==> config.mk <==
export PLATFORM = sky130hd
export DESIGN_NAME = ea_fp_unit
export DESIGN_NICKNAME = d
export VERILOG_FILES = /design/src/ea_fp_pkg.sv /design/src/ea_fp_unit.sv
export VERILOG_INCLUDE_DIRS = /design/src
export SDC_FILE = /design/constraint.sdc
export NUM_CORES = 1
export LEC_CHECK = 0
export BUFFER_PORTS_ARGS = -buffer_cell sky130_fd_sc_hd__buf_2
export CELL_PAD_IN_SITES_DETAIL_PLACEMENT = 1
export CELL_PAD_IN_SITES_GLOBAL_PLACEMENT = 2
export CORE_MARGIN = 2
export CORE_UTILIZATION = 32
export CTS_BUF_LIST = sky130_fd_sc_hd__clkbuf_2
export CTS_CLUSTER_SIZE = 30
export DETAILED_ROUTE_END_ITERATION = 7
export PLACE_DENSITY_LB_ADDON = 0.1
export RECOVER_POWER = 25
export REMOVE_ABC_BUFFERS = 1
export SYNTH_ARGS = -nofsm -noshare
export SYNTH_HDL_FRONTEND = slang
export SYNTH_SLANG_ARGS = --single-unit
==> constraint.sdc <==
create_clock -name clk_sys -period 4.9 [get_ports clk_sys]
set_input_delay 0.735 -clock clk_sys [delete_from_list [all_inputs] [get_ports clk_sys]]
set_output_delay 0.735 -clock clk_sys [all_outputs]
set_load 0.1 [all_outputs]
==> src/ea_fp_map.svh <==
// effective address and extended real format constants
// Operation
// RULE_01 - extended real occupies three long words; 80 used, 16 reserved
// RULE_02 - extended real splits into sign, 15-bit exponent, 64-bit mantissa
// RULE_03 - single and double operands follow the standard bit layouts exactly
// RULE_04 - address register indirect: plain, postinc, predec, displacement, index
// RULE_05 - 8 and 16 bit displacements are sign-extended before adding to base
// RULE_06 - index from any register, word or long, scaled by 1, 2, 4 or 8
// RULE_07 - base displacement accepted as 16 or 32 bit two's complement
// RULE_08 - optional outer displacement added only after the indirect fetch
// RULE_09 - memory indirect fetches intermediate long word; index pre or post
// RULE_10 - program counter relative forms mirror the address register forms
// RULE_11 - immediate operands come from the stream as 8, 16 or 32 bits
// RULE_12 - every data format works with every fitting addressing mode; code sizes only byte, word and long, not double or extended
// RULE_13 - postincrement adds size after access; predecrement subtracts before
// RULE_14 - absolute short sign-extends 16 bits; absolute long uses 32 bits
`ifndef EA_FP_MAP_SVH
`define EA_FP_MAP_SVH
`define EXT_MEM_BITS     96
`define EXT_SIGN_POS     95
`define EXT_EXP_HI       94
`define EXT_EXP_LO       80
`define EXT_RSV_HI       79
`define EXT_RSV_LO       64
`define EXT_MANT_HI      63
`define SGL_EXP_BITS     8
`define SGL_MANT_BITS    23
`define DBL_EXP_BITS     11
`define DBL_MANT_BITS    52
`define EXT_EXP_BITS     15
`define EXT_BIAS         15'h3fff
`define SGL_BIAS         15'h007f
`define DBL_BIAS         15'h03ff
`endif

==> src/ea_fp_pkg.sv <==
// types for effective address generation and real formats
package ea_fp_pkg;
	typedef enum logic [3:0] {
		M_IND     = 4'b0000,
		M_POSTINC = 4'b0001,
		M_PREDEC  = 4'b0010,
		M_DISP16  = 4'b0011,
		M_IDX8    = 4'b0100,
		M_IDXBD   = 4'b0101,
		M_MEMPOST = 4'b0110,
		M_MEMPRE  = 4'b0111,
		M_ABSW    = 4'b1000,
		M_ABSL    = 4'b1001,
		M_IMM     = 4'b1010
	} ea_mode_e;
	typedef enum logic [1:0] {
		SZ_BYTE = 2'b00,
		SZ_WORD = 2'b01,
		SZ_LONG = 2'b10
	} op_size_e;
	typedef enum logic [1:0] {
		RF_SINGLE   = 2'b00,
		RF_DOUBLE   = 2'b01,
		RF_EXTENDED = 2'b10
	} real_fmt_e;
	typedef enum logic [1:0] {
		ST_IDLE  = 2'b00,
		ST_FETCH = 2'b01,
		ST_DONE  = 2'b10
	} ea_state_e;
	typedef struct packed {
		ea_state_e   st;
		logic        post_idx;
		logic [31:0] od;
		logic [31:0] idx;
		logic [31:0] addr;
		logic [31:0] base_wb;
		logic        wb_en;
		logic        done;
		logic [95:0] ext;
	} ea_state_s;
endpackage

==> src/ea_fp_unit.sv <==
// effective address generator and extended real packer
`include "ea_fp_map.svh"
module ea_fp_unit import ea_fp_pkg::*; (
	// clock and reset
	input  wire logic        clk_sys,
	input  wire logic        rst_n,
	// request from decoder
	input  wire logic        ea_start,
	input  wire ea_mode_e    ea_mode,
	input  wire logic        pc_relative,
	input  wire op_size_e    op_size,
	input  wire logic [31:0] address_register_base,
	input  wire logic [31:0] pc_value,
	input  wire logic [31:0] index_register_operand,
	input  wire logic        index_long,
	input  wire logic [1:0]  index_scale,
	input  wire logic [7:0]  short_byte_displacement,
	input  wire logic [15:0] short_word_displacement,
	input  wire logic [31:0] base_displacement,
	input  wire logic        bd_long,
	input  wire logic [31:0] outer_displacement,
	input  wire logic        od_present,
	input  wire logic        od_long,
	input  wire logic [31:0] ext_word,
	input  wire logic [31:0] data_register_operand,
	// indirect fetch port
	output logic             fetch_req,
	output logic [31:0]      fetch_addr,
	input  wire logic        fetch_ack,
	input  wire logic [31:0] fetch_data,
	// result
	output logic             ea_done,
	output logic [31:0]      ea_addr,
	output logic [31:0]      imm_value,
	output logic             base_wb_en,
	output logic [31:0]      base_wb_value,
	// real format conversion
	input  wire logic        fp_load,
	input  wire real_fmt_e   fp_fmt,
	input  wire logic [63:0] fp_in,
	output logic [95:0]      ext_image,
	output logic             ext_sign,
	output logic [14:0]      ext_exponent,
	output logic [63:0]      ext_mantissa
);

	ea_state_s s_q, s_d;

	function automatic logic [31:0] sx16(input logic [15:0] v);
		sx16 = {{16{v[15]}}, v};
	endfunction

	function automatic logic [31:0] size_bytes(input op_size_e z);
		case (z)
			SZ_BYTE: size_bytes = 32'h0000_0001;
			SZ_WORD: size_bytes = 32'h0000_0002;
			default: size_bytes = 32'h0000_0004;
		endcase
	endfunction

	logic [31:0] base, idx_raw, idx_sc, bd_ext, od_ext, sz;
	logic [31:0] inner;
	logic [14:0] e_in;
	logic [63:0] m_in;
	logic        s_in;
	logic        zero_exp;

	always_comb begin
		base    = pc_relative ? pc_value : address_register_base; // [RULE_10]
		idx_raw = index_long ? index_register_operand
			: sx16(index_register_operand[15:0]); // [RULE_06]
		idx_sc  = idx_raw << index_scale; // [RULE_06]
		bd_ext  = bd_long ? base_displacement
			: sx16(base_displacement[15:0]); // [RULE_07]
		od_ext  = !od_present ? 32'h0000_0000
			: (od_long ? outer_displacement
			: sx16(outer_displacement[15:0])); // [RULE_08]
		sz      = size_bytes(op_size); // [RULE_12]
		inner   = base + bd_ext;
	end

	// real unpack: single/double widened to extended at standard bit places
	always_comb begin
		s_in     = 1'b0;
		e_in     = 15'h0000;
		m_in     = 64'h0000_0000_0000_0000;
		zero_exp = 1'b0;
		case (fp_fmt)
			RF_SINGLE: begin // [RULE_03]
				s_in     = fp_in[31];
				zero_exp = (fp_in[30:23] == 8'h00);
				e_in     = (fp_in[30:23] == 8'hff) ? 15'h7fff
					: zero_exp ? 15'h0000
					: 15'({7'h00, fp_in[30:23]}) - `SGL_BIAS + `EXT_BIAS;
				m_in     = {~zero_exp, fp_in[22:0], 40'h00_0000_0000};
			end
			RF_DOUBLE: begin // [RULE_03]
				s_in     = fp_in[63];
				zero_exp = (fp_in[62:52] == 11'h000);
				e_in     = (fp_in[62:52] == 11'h7ff) ? 15'h7fff
					: zero_exp ? 15'h0000
					: 15'({4'h0, fp_in[62:52]}) - `DBL_BIAS + `EXT_BIAS;
				m_in     = {~zero_exp, fp_in[51:0], 11'h000};
			end
			default: begin // [RULE_02]
				s_in = s_q.ext[`EXT_SIGN_POS];
				e_in = s_q.ext[`EXT_EXP_HI:`EXT_EXP_LO];
				m_in = fp_in;
			end
		endcase
	end

	always_comb begin
		s_d         = s_q;
		s_d.done    = 1'b0;
		s_d.wb_en   = 1'b0;
		if (fp_load) begin
			// reserved 16 bits stay zero for long-word alignment
			s_d.ext = {s_in, e_in, 16'h0000, m_in}; // [RULE_01] [RULE_02]
		end
		case (s_q.st)
			ST_IDLE: begin
				if (ea_start) begin
					s_d.done = 1'b1;
					s_d.idx  = idx_sc;
					s_d.od   = od_ext;
					case (ea_mode)
						M_IND: s_d.addr = base; // [RULE_04]
						M_POSTINC: begin
							s_d.addr    = base; // [RULE_13]
							s_d.base_wb = base + sz;
							s_d.wb_en   = 1'b1;
						end
						M_PREDEC: begin
							s_d.addr    = base - sz; // [RULE_13]
							s_d.base_wb = base - sz;
							s_d.wb_en   = 1'b1;
						end
						M_DISP16: s_d.addr = base
							+ sx16(short_word_displacement); // [RULE_05]
						M_IDX8: s_d.addr = base
							+ {{24{short_byte_displacement[7]}},
							short_byte_displacement} + idx_sc; // [RULE_05]
						M_IDXBD: s_d.addr = inner + idx_sc; // [RULE_07]
						M_MEMPOST, M_MEMPRE: begin
							s_d.done     = 1'b0;
							s_d.post_idx = (ea_mode == M_MEMPOST);
							s_d.addr     = (ea_mode == M_MEMPRE)
								? inner + idx_sc : inner; // [RULE_09]
							s_d.st       = ST_FETCH;
						end
						M_ABSW: s_d.addr = sx16(ext_word[15:0]); // [RULE_14]
						M_ABSL: s_d.addr = ext_word; // [RULE_14]
						default: s_d.addr = 32'h0000_0000;
					endcase
				end
			end
			ST_FETCH: begin
				if (fetch_ack) begin
					// outer displacement only after the fetch returns
					s_d.addr = fetch_data + s_q.od
						+ (s_q.post_idx ? s_q.idx
						: 32'h0000_0000); // [RULE_08] [RULE_09]
					s_d.done = 1'b1;
					s_d.st   = ST_DONE;
				end
			end
			ST_DONE: s_d.st = ST_IDLE;
			default: s_d.st = ST_IDLE;
		endcase
	end

	always_ff @(posedge clk_sys or negedge rst_n) begin
		if (!rst_n) begin
			s_q <= '0;
		end else begin
			s_q <= s_d;
		end
	end

	////////////////////////////////////////////////////////////////////////
	logic [31:0] imm_q;

	always_ff @(posedge clk_sys or negedge rst_n) begin
		if (!rst_n) begin
			imm_q <= 32'h0000_0000;
		end else if (ea_start && s_q.st == ST_IDLE && ea_mode == M_IMM) begin
			case (op_size) // [RULE_11]
				SZ_BYTE: imm_q <= {24'h00_0000, ext_word[7:0]};
				SZ_WORD: imm_q <= {16'h0000, ext_word[15:0]};
				default: imm_q <= ext_word;
			endcase
		end
	end

	assign fetch_req     = (s_q.st == ST_FETCH);
	assign fetch_addr    = s_q.addr;
	assign ea_done       = s_q.done;
	assign ea_addr       = s_q.addr;
	assign imm_value     = imm_q;
	assign base_wb_en    = s_q.wb_en;
	assign base_wb_value = s_q.base_wb;
	assign ext_image     = s_q.ext;
	assign ext_sign      = s_q.ext[`EXT_SIGN_POS];
	assign ext_exponent  = s_q.ext[`EXT_EXP_HI:`EXT_EXP_LO];
	assign ext_mantissa  = s_q.ext[`EXT_MANT_HI:0];

	////////////////////////////////////////////////////////////////////////
	// checks
	postinc_size_a: assert property (@(posedge clk_sys) disable iff (!rst_n)
		(s_q.st == ST_IDLE && ea_start && ea_mode == M_POSTINC)
		|=> (base_wb_en && base_wb_value == ea_addr + $past(sz)))
		else $error("postincrement writeback wrong"); // [RULE_13]
	predec_addr_a: assert property (@(posedge clk_sys) disable iff (!rst_n)
		(s_q.st == ST_IDLE && ea_start && ea_mode == M_PREDEC)
		|=> (ea_addr == base_wb_value && ea_addr == $past(base) - $past(sz)))
		else $error("predecrement address wrong"); // [RULE_13]
	disp16_sext_a: assert property (@(posedge clk_sys) disable iff (!rst_n)
		(s_q.st == ST_IDLE && ea_start && ea_mode == M_DISP16)
		|=> ea_addr == $past(base) + sx16($past(short_word_displacement)))
		else $error("word displacement not sign-extended"); // [RULE_05]
	abs_short_a: assert property (@(posedge clk_sys) disable iff (!rst_n)
		(s_q.st == ST_IDLE && ea_start && ea_mode == M_ABSW)
		|=> ea_addr[31:16] == {16{ea_addr[15]}})
		else $error("absolute short not sign-extended"); // [RULE_14]
	fetch_done_a: assert property (@(posedge clk_sys) disable iff (!rst_n)
		(fetch_req && fetch_ack) |=> (ea_done && !fetch_req))
		else $error("indirect fetch did not complete"); // [RULE_09]
	indirect_start_a: assert property (@(posedge clk_sys) disable iff (!rst_n)
		(s_q.st == ST_IDLE && ea_start
		&& (ea_mode == M_MEMPOST || ea_mode == M_MEMPRE))
		|=> (fetch_req && !ea_done))
		else $error("indirect mode skipped fetch"); // [RULE_08]
	ext_reserved_a: assert property (@(posedge clk_sys) disable iff (!rst_n)
		ext_image[`EXT_RSV_HI:`EXT_RSV_LO] == 16'h0000)
		else $error("reserved bits of extended image set"); // [RULE_01]
	single_sign_a: assert property (@(posedge clk_sys) disable iff (!rst_n)
		(fp_load && fp_fmt == RF_SINGLE) |=> ext_sign == $past(fp_in[31]))
		else $error("single sign misplaced"); // [RULE_03]
	imm_byte_a: assert property (@(posedge clk_sys) disable iff (!rst_n)
		(s_q.st == ST_IDLE && ea_start && ea_mode == M_IMM
		&& op_size == SZ_BYTE) |=> imm_value[31:8] == 24'h00_0000)
		else $error("byte immediate has upper bits"); // [RULE_11]

endmodule // ea_fp_unit

; ---- Word-level counts from Yosys, hierarchy flattened
; Index checks and enable logic that the tools add are counted.
; Widths: inputs -> output; s select.
[word_totals]
reg_bits = 245
output_inout_bits = 307
elab_cells = 92
[op_classes]
n_bitwise = 2
n_shift = 1
add_sub_neg = 13
n_eq_ne = 18
reduce_logical = 19
muxes = 28
[ops]
columns = operator, n
row1 = $add 32x32->32, 8
row2 = $mux 32, 8
row3 = $pmux 32 s8, 1
row4 = $mux 133, 1
row5 = $pmux 32 s2, 2
row6 = $pmux 64 s2, 1
row7 = $pmux 33 s2, 1
row8 = $mux 15, 4
row9 = $shl 32x2->32, 1
row10 = $sub 32x32->32, 1
row11 = $add 15x14->15 const B, 2
row12 = $pmux 15 s2, 1
row13 = $eq 4x3->1 const B, 4
row14 = $eq 4x4->1 const B, 3
row15 = $reduce_and 3->1, 4
row16 = $sub 11x10->12 const B, 1
row17 = $eq 11x11->1 const B, 1
row18 = $logic_not 11->1, 1
row19 = $sub 8x7->9 const B, 1
row20 = $eq 4x2->1 const B, 2
row21 = $eq 8x8->1 const B, 1
row22 = $logic_not 8->1, 1
row23 = $eq 2x1->1 const B, 3
row24 = $logic_not 2->1, 3
row25 = 15 further kinds, 25

; ---- Longest topological paths before layout
[logic_depth]
ltp_word = 7
depth_mapped = 30
mapped_depth_nobuf = 24

; ---- Worst setup path after synthesis
; Ideal clock, no wire load.
[synth_timing]
kind = input to register
start = input port pc_relative
end = register s_q, in the netlist ea_addr[23]
t_arrival_ns = 6.236
setup_ns = 0.126
cell_stages = 30
setup_slack_ns = -1.462
path_buffers = 6
cell_sequence = buf_6 -> buf_6 -> buf_6 -> buf_2 -> buf_2 -> buf_1 -> mux2i_1 -> inv_1 -> ha_1 -> inv_1 -> fa_1 -> nand2b_1 -> a21oi_1 -> o21ai_1 -> a21oi_1 -> nand2_1 -> nand2_1 -> a21oi_1 -> xnor2_1 -> ha_1 -> and3_1 -> a221oi_1 -> o21ai_0 -> a311o_1 -> a21o_1 -> a21oi_1 -> xnor2_1 -> a221oi_1 -> a211oi_1 -> a221o_1
[synth_between]
elab_chain_len = 7
word_cells_on_any_way = 11
classes_between = 6 x add/sub / 5 x mux
[synth_rtl]
columns = element, line_no
row1 = "start, declared", ea_fp_unit.sv:10  ; input wire logic pc_relative,
row2 = $mux 32 (*), ea_fp_unit.sv:69  ; base = pc_relative ? pc_value : address_register_base;
row3 = $add 32x32->32, ea_fp_unit.sv:79  ; inner = base + bd_ext;
row4 = $add 32x32->32, "ea_fp_unit.sv:144, ea_fp_unit.sv:149"
row5 = $mux 32, ea_fp_unit.sv:149  ; ? inner + idx_sc : inner;
row6 = $pmux 32 s8 (*), ea_fp_unit.sv:127  ; case (ea_mode)
row7 = $mux 133 (*), ea_fp_unit.sv:123  ; if (ea_start) begin
row8 = $pmux 32 s2 (*), ea_fp_unit.sv:121  ; case (s_q.st)
row9 = "end signal, assigned", ea_fp_unit.sv:175  ; s_q <= '0;
row10 = "end signal, assigned", ea_fp_unit.sv:177  ; s_q <= s_d;
row11 = "end, declared", ea_fp_unit.sv:47  ; ea_state_s s_q, s_d;
; Every way passes the cells marked *; elsewhere a longest branch is shown, timed or not. The select of a mux whose other input is x is not followed.
; A chain may end at the register's enable or synchronous reset.

; ---- Worst setup path after layout
[layout_timing]
start = input port pc_relative
end = register s_q, in the netlist ea_addr[21]
; Same word-level chain as after synthesis.

==> run_results.csv <==
group,metric,value,unit
timing,worst-slew-pin-transition,3.81,ns
global_route,overflow,0,
synthesis,ys_warn_count,0,
route,drt-vias-per-instance,5.26,
global_route,track_usage,0.294,
timing,final.period_utilization,0.960,
synthesis,syn_area,0.0269,mm2
synthesis,synth_top_family_by_area,"compound AO/OA/AOI/OAI gates",
synthesis,synthSimpleGateAreaFrac,0.172,
synthesis,synth_cell_types,86,
timing,rsz0062_at_grt,"yes",
global_route,grt_pass1_wl,193000,um
status,violations,"capacitance limit, slew limit",
worst_setup_path,cp_slowest_cell,"a211oi_1",
die,die_area,0.0864,mm2
route,drc,0,
synthesis,synth-seq-cells,245,
flow_run,maxCapViolCount,4,
die,ios,671,
worst_setup_path,worstPathArrival,5.59,ns
route,num_vias,29127,
synthesis,synthAdderAreaFrac,0.127,
synthesis,muxShareOfSynthArea,0.0589,
die,die_h,294,um
timing,hold_ws,0.137,ns
power_and_ir_drop,vdd_ir_drop_max,0.307,mV
synthesis,ys_seq_area_frac,0.228,
cells_and_area,final_area,0.0353,mm2
worst_setup_path,crit_path_frequent_cell,"buf_4",
cells_and_area,fill_cells,10359,
worst_setup_path,startpoint,"pc_relative",
power_and_ir_drop,switching_share,0.550,
worst_hold_path,min_from,"fp_in[59]",
power_and_ir_drop,power.density,371,mW/mm2
timing,finalHoldViolations,0,
worst_setup_path,worst-path-max-fanout,6,
global_route,grt_max_degree,94,
cells_and_area,syn_to_final_growth,31.2,%
timing,period_minus_slack,4.70,ns
synthesis,yosys.area_share.xor_xnor,0.0599,
place,dpl.hpwl,107000,um
clock_network,cts_sinks,245,
worst_setup_path,endpoint_kind,"register",
power_and_ir_drop,intPower,5.90,mW
power_and_ir_drop,leakage,17.6,nW
clock_network,clk_pin_slew,0.09,ns
worst_hold_path,hold_path.class,"input pin to register",
clock_network,cts.path.max_buffers,3,
worst_setup_path,cp_slowest_stage_delay,0.44,ns
clock_network,cts_setup_buffers,0,
clock_network,cts_max_level,3,
route,post_drt_wl_per_cell,23.3,um
cells_and_area,regArea,0.00613,mm2
synthesis,synth-compound-area-share,0.232,
power_and_ir_drop,switchingPower,7.20,mW
worst_setup_path,reg2reg_depth,17,
route,drtIter0Drc,1397,
cells_and_area,fin_cells,5540,
cells_and_area,drive_gt1_frac,0.317,
clock_network,clk_latency,1.14,ns
timing,timing.fmax,213,MHz
synthesis,synth.avg_cell_area,7.87,um2
synthesis,postSynth.asyncResetShare,1.00,
synthesis,netlist_instances,3419,
worst_setup_path,crit_type,"input pin to register",
place,dp_cells,5262,
timing,clock_skew,0.111,ns
route,wirelength,129000,um
die,start_util,0.322,
status,outcome,"finished with violations",
die,num_rows,106,
clock_network,cts_tree,"built",
timing,final_max_slew_viol_count,259,
place,io_buffers,622,
cells_and_area,finalNetCount,4989,
cells_and_area,multi_input_area,0.0176,mm2
synthesis,synth_edf_count,0,
timing,setup_violations,0,
global_route,grt_pass1_vias,31243,
clock_network,numCtsBuffers,77,
timing,tns,0,ns
route,ant_nets,0,
place,place_area,0.0331,mm2
place,place_congestion,0.940,
die,core,0.0834,mm2
cells_and_area,final_core_util,0.423,
route,first_pass_iters,5,
worst_setup_path,endpoint,"ea_addr[21]",
clock_network,clock-root-buffer,"clkbuf_2",
worst_setup_path,r2r_start,"s_q[226]",
power_and_ir_drop,pwr-share-comb,0.659,
power_and_ir_drop,pwr-share-seq,0.197,
synthesis,ys.flop_type,"dfrtp_1",
worst_setup_path,r2r-end,"ea_addr[31]",
worst_setup_path,r2r_slack,0.36,ns
worst_setup_path,worstPathRequired,5.79,ns
global_route,antenna_found_initial,11,
timing,slew_headroom,-1.54,
die,die_w,294,um
worst_setup_path,critPathLaunchType,"input pin",
power_and_ir_drop,clock_power_share,0.144,
critical path, delay by kind of cell:
family / cells / cell delay, ns
buffers and inverters: 6 / 1.07
xor gates and xnor gates: 2 / 0.32
muxes: 1 / 0.36
adders and majority gates: 2 / 0.63
and+or+nand+nor: 3 / 0.29
AOI/OAI and AO/OA: 11 / 2.17
cell type report:
type | count | share of cell area
Clock buffer | 101 | 0.0143
Sequential cell | 245 | 0.174
Inverter | 143 | 0.0152
Tap cell | 1080 | 0.0383
Clock inverter | 32 | 0.00698
Multi-Input combinational cell | 2597 | 0.500
Antenna cell | 13 | 0.000922
Timing Repair Buffer | 1329 | 0.251
per-stage QoR:
step	power, mW	setup slack (ns)
after global placement	11.0	-0.989
final	13.1	0.197
after floorplan	8.06	-0.413
after detailed placement	11.1	-1.10
after global routing	13.9	-0.0235
after CTS	13.2	0.129
metal layers:
metal,track usage,wire [um],part of all wire
met1,0.382,57700,0.45
met2,0.507,61800,0.48
met3,0.0363,6020,0.047
met4,0.0930,3730,0.029
met5,0,13,0.00010
cells in the final DEF, fill, tap and decap left out, types with 19 or more instances in the layout:
| cell | netlist | routed |
|---|---|---|
| a211oi_1 | 43 | 41 |
| a21o_1 | 88 | 88 |
| a21oi_1 | 306 | 302 |
| a221oi_1 | 31 | 31 |
| a22o_1 | 19 | 19 |
| a22oi_1 | 21 | 21 |
| a31oi_1 | 41 | 40 |
| and2_1 | 46 | 46 |
| and3_1 | 24 | 24 |
| buf_2 | 3 | 618 |
| buf_4 | 272 | 564 |
| clkbuf_2 | 0 | 101 |
| clkinv_1 | 1 | 19 |
| dfrtp_1 | 245 | 244 |
| dlygate4sd3_1 | 0 | 132 |
| fa_1 | 69 | 69 |
| ha_1 | 163 | 163 |
| inv_1 | 139 | 139 |
| mux2_2 | 56 | 56 |
| mux2i_1 | 93 | 93 |
| nand2_1 | 401 | 400 |
| nand2b_1 | 27 | 27 |
| nand3_1 | 83 | 82 |
| nand4_1 | 20 | 20 |
| nor2_1 | 261 | 259 |
| nor2b_1 | 22 | 22 |
| nor3_1 | 53 | 52 |
| o211ai_1 | 25 | 25 |
| o21a_1 | 27 | 27 |
| o21ai_0 | 239 | 239 |
| xnor2_1 | 127 | 127 |
| xor2_1 | 57 | 57 |
power groups by stage:
stage	combinational (mW)	sequential (mW)	clock, mW
floorplan	2.92	5.14	0
global placement	8.36	2.60	0
detailed placement	8.48	2.62	0
CTS	8.61	2.58	1.98
global route	9.22	2.62	2.08
finish	8.64	2.58	1.88
worst min-delay path by stage:
| stage | end | slack [ns] | cells past startpoint |
|---|---|---|---|
| after detailed placement | s_q[186] | 0.47 | 2 |
| after global placement | s_q[190] | 0.46 | 2 |
| after global routing | imm_value[29] | 0.09 | 3 |
| after floorplan | base_wb_en | 0.44 | 0 |
| after CTS | ext_image[11] | 0.00001 | 2 |
| final | ext_image[59] | 0.14 | 4 |
cells in the mapped netlist, types with 14 or more instances:
library cell | instances | area, um2
nor3_1 | 53 | 265
nand3_1 | 83 | 415
a21oi_1 | 306 | 1530
dfrtp_1 | 245 | 6130
mux2_2 | 56 | 631
ha_1 | 163 | 2040
nor2_1 | 261 | 980
o21ai_0 | 239 | 1200
nand2_1 | 401 | 1510
a221oi_1 | 31 | 272
a22oi_1 | 21 | 158
o21a_1 | 27 | 203
o21ai_1 | 18 | 90.1
nor2b_1 | 22 | 138
a22o_1 | 19 | 166
nand2b_1 | 27 | 169
xnor2_1 | 127 | 1110
and2_1 | 46 | 288
o211ai_1 | 25 | 188
inv_1 | 139 | 522
nand4_1 | 20 | 125
o22ai_1 | 14 | 87.6
mux2i_1 | 93 | 931
xor2_1 | 57 | 499
a21o_1 | 88 | 661
a31oi_1 | 41 | 257
a211oi_1 | 43 | 323
o221ai_1 | 14 | 123
clkbuf_1 | 159 | 597
o21bai_1 | 15 | 113
buf_4 | 272 | 2040
or3_1 | 18 | 113
and3_1 | 24 | 150
fa_1 | 69 | 1380
repair_timing:
item,in CTS,in global routing
hold buffers,132,0
endpoints found under the setup margin,2,13
resized for setup,1,14
hold endpoints to repair,202,0
flip-flops by register name (all words and copies together), names as in the netlist:
register and flops:
ea_done 1, base_wb_en 1, ext_image 80, ea_addr 32
base_wb_value 32, s_q 67, imm_value 32
logic make-up after synthesis:
family,count (synthesis)
XOR/XNOR,184
AND/OR/NAND/NOR,1016
adder cells (fa/ha/maj),232
multiplexers,150
AO/OA/AOI/OAI,999
buffers and inverters,592
flip-flops,245
other,1
Note: power is estimated with default switching activity, not from simulation.
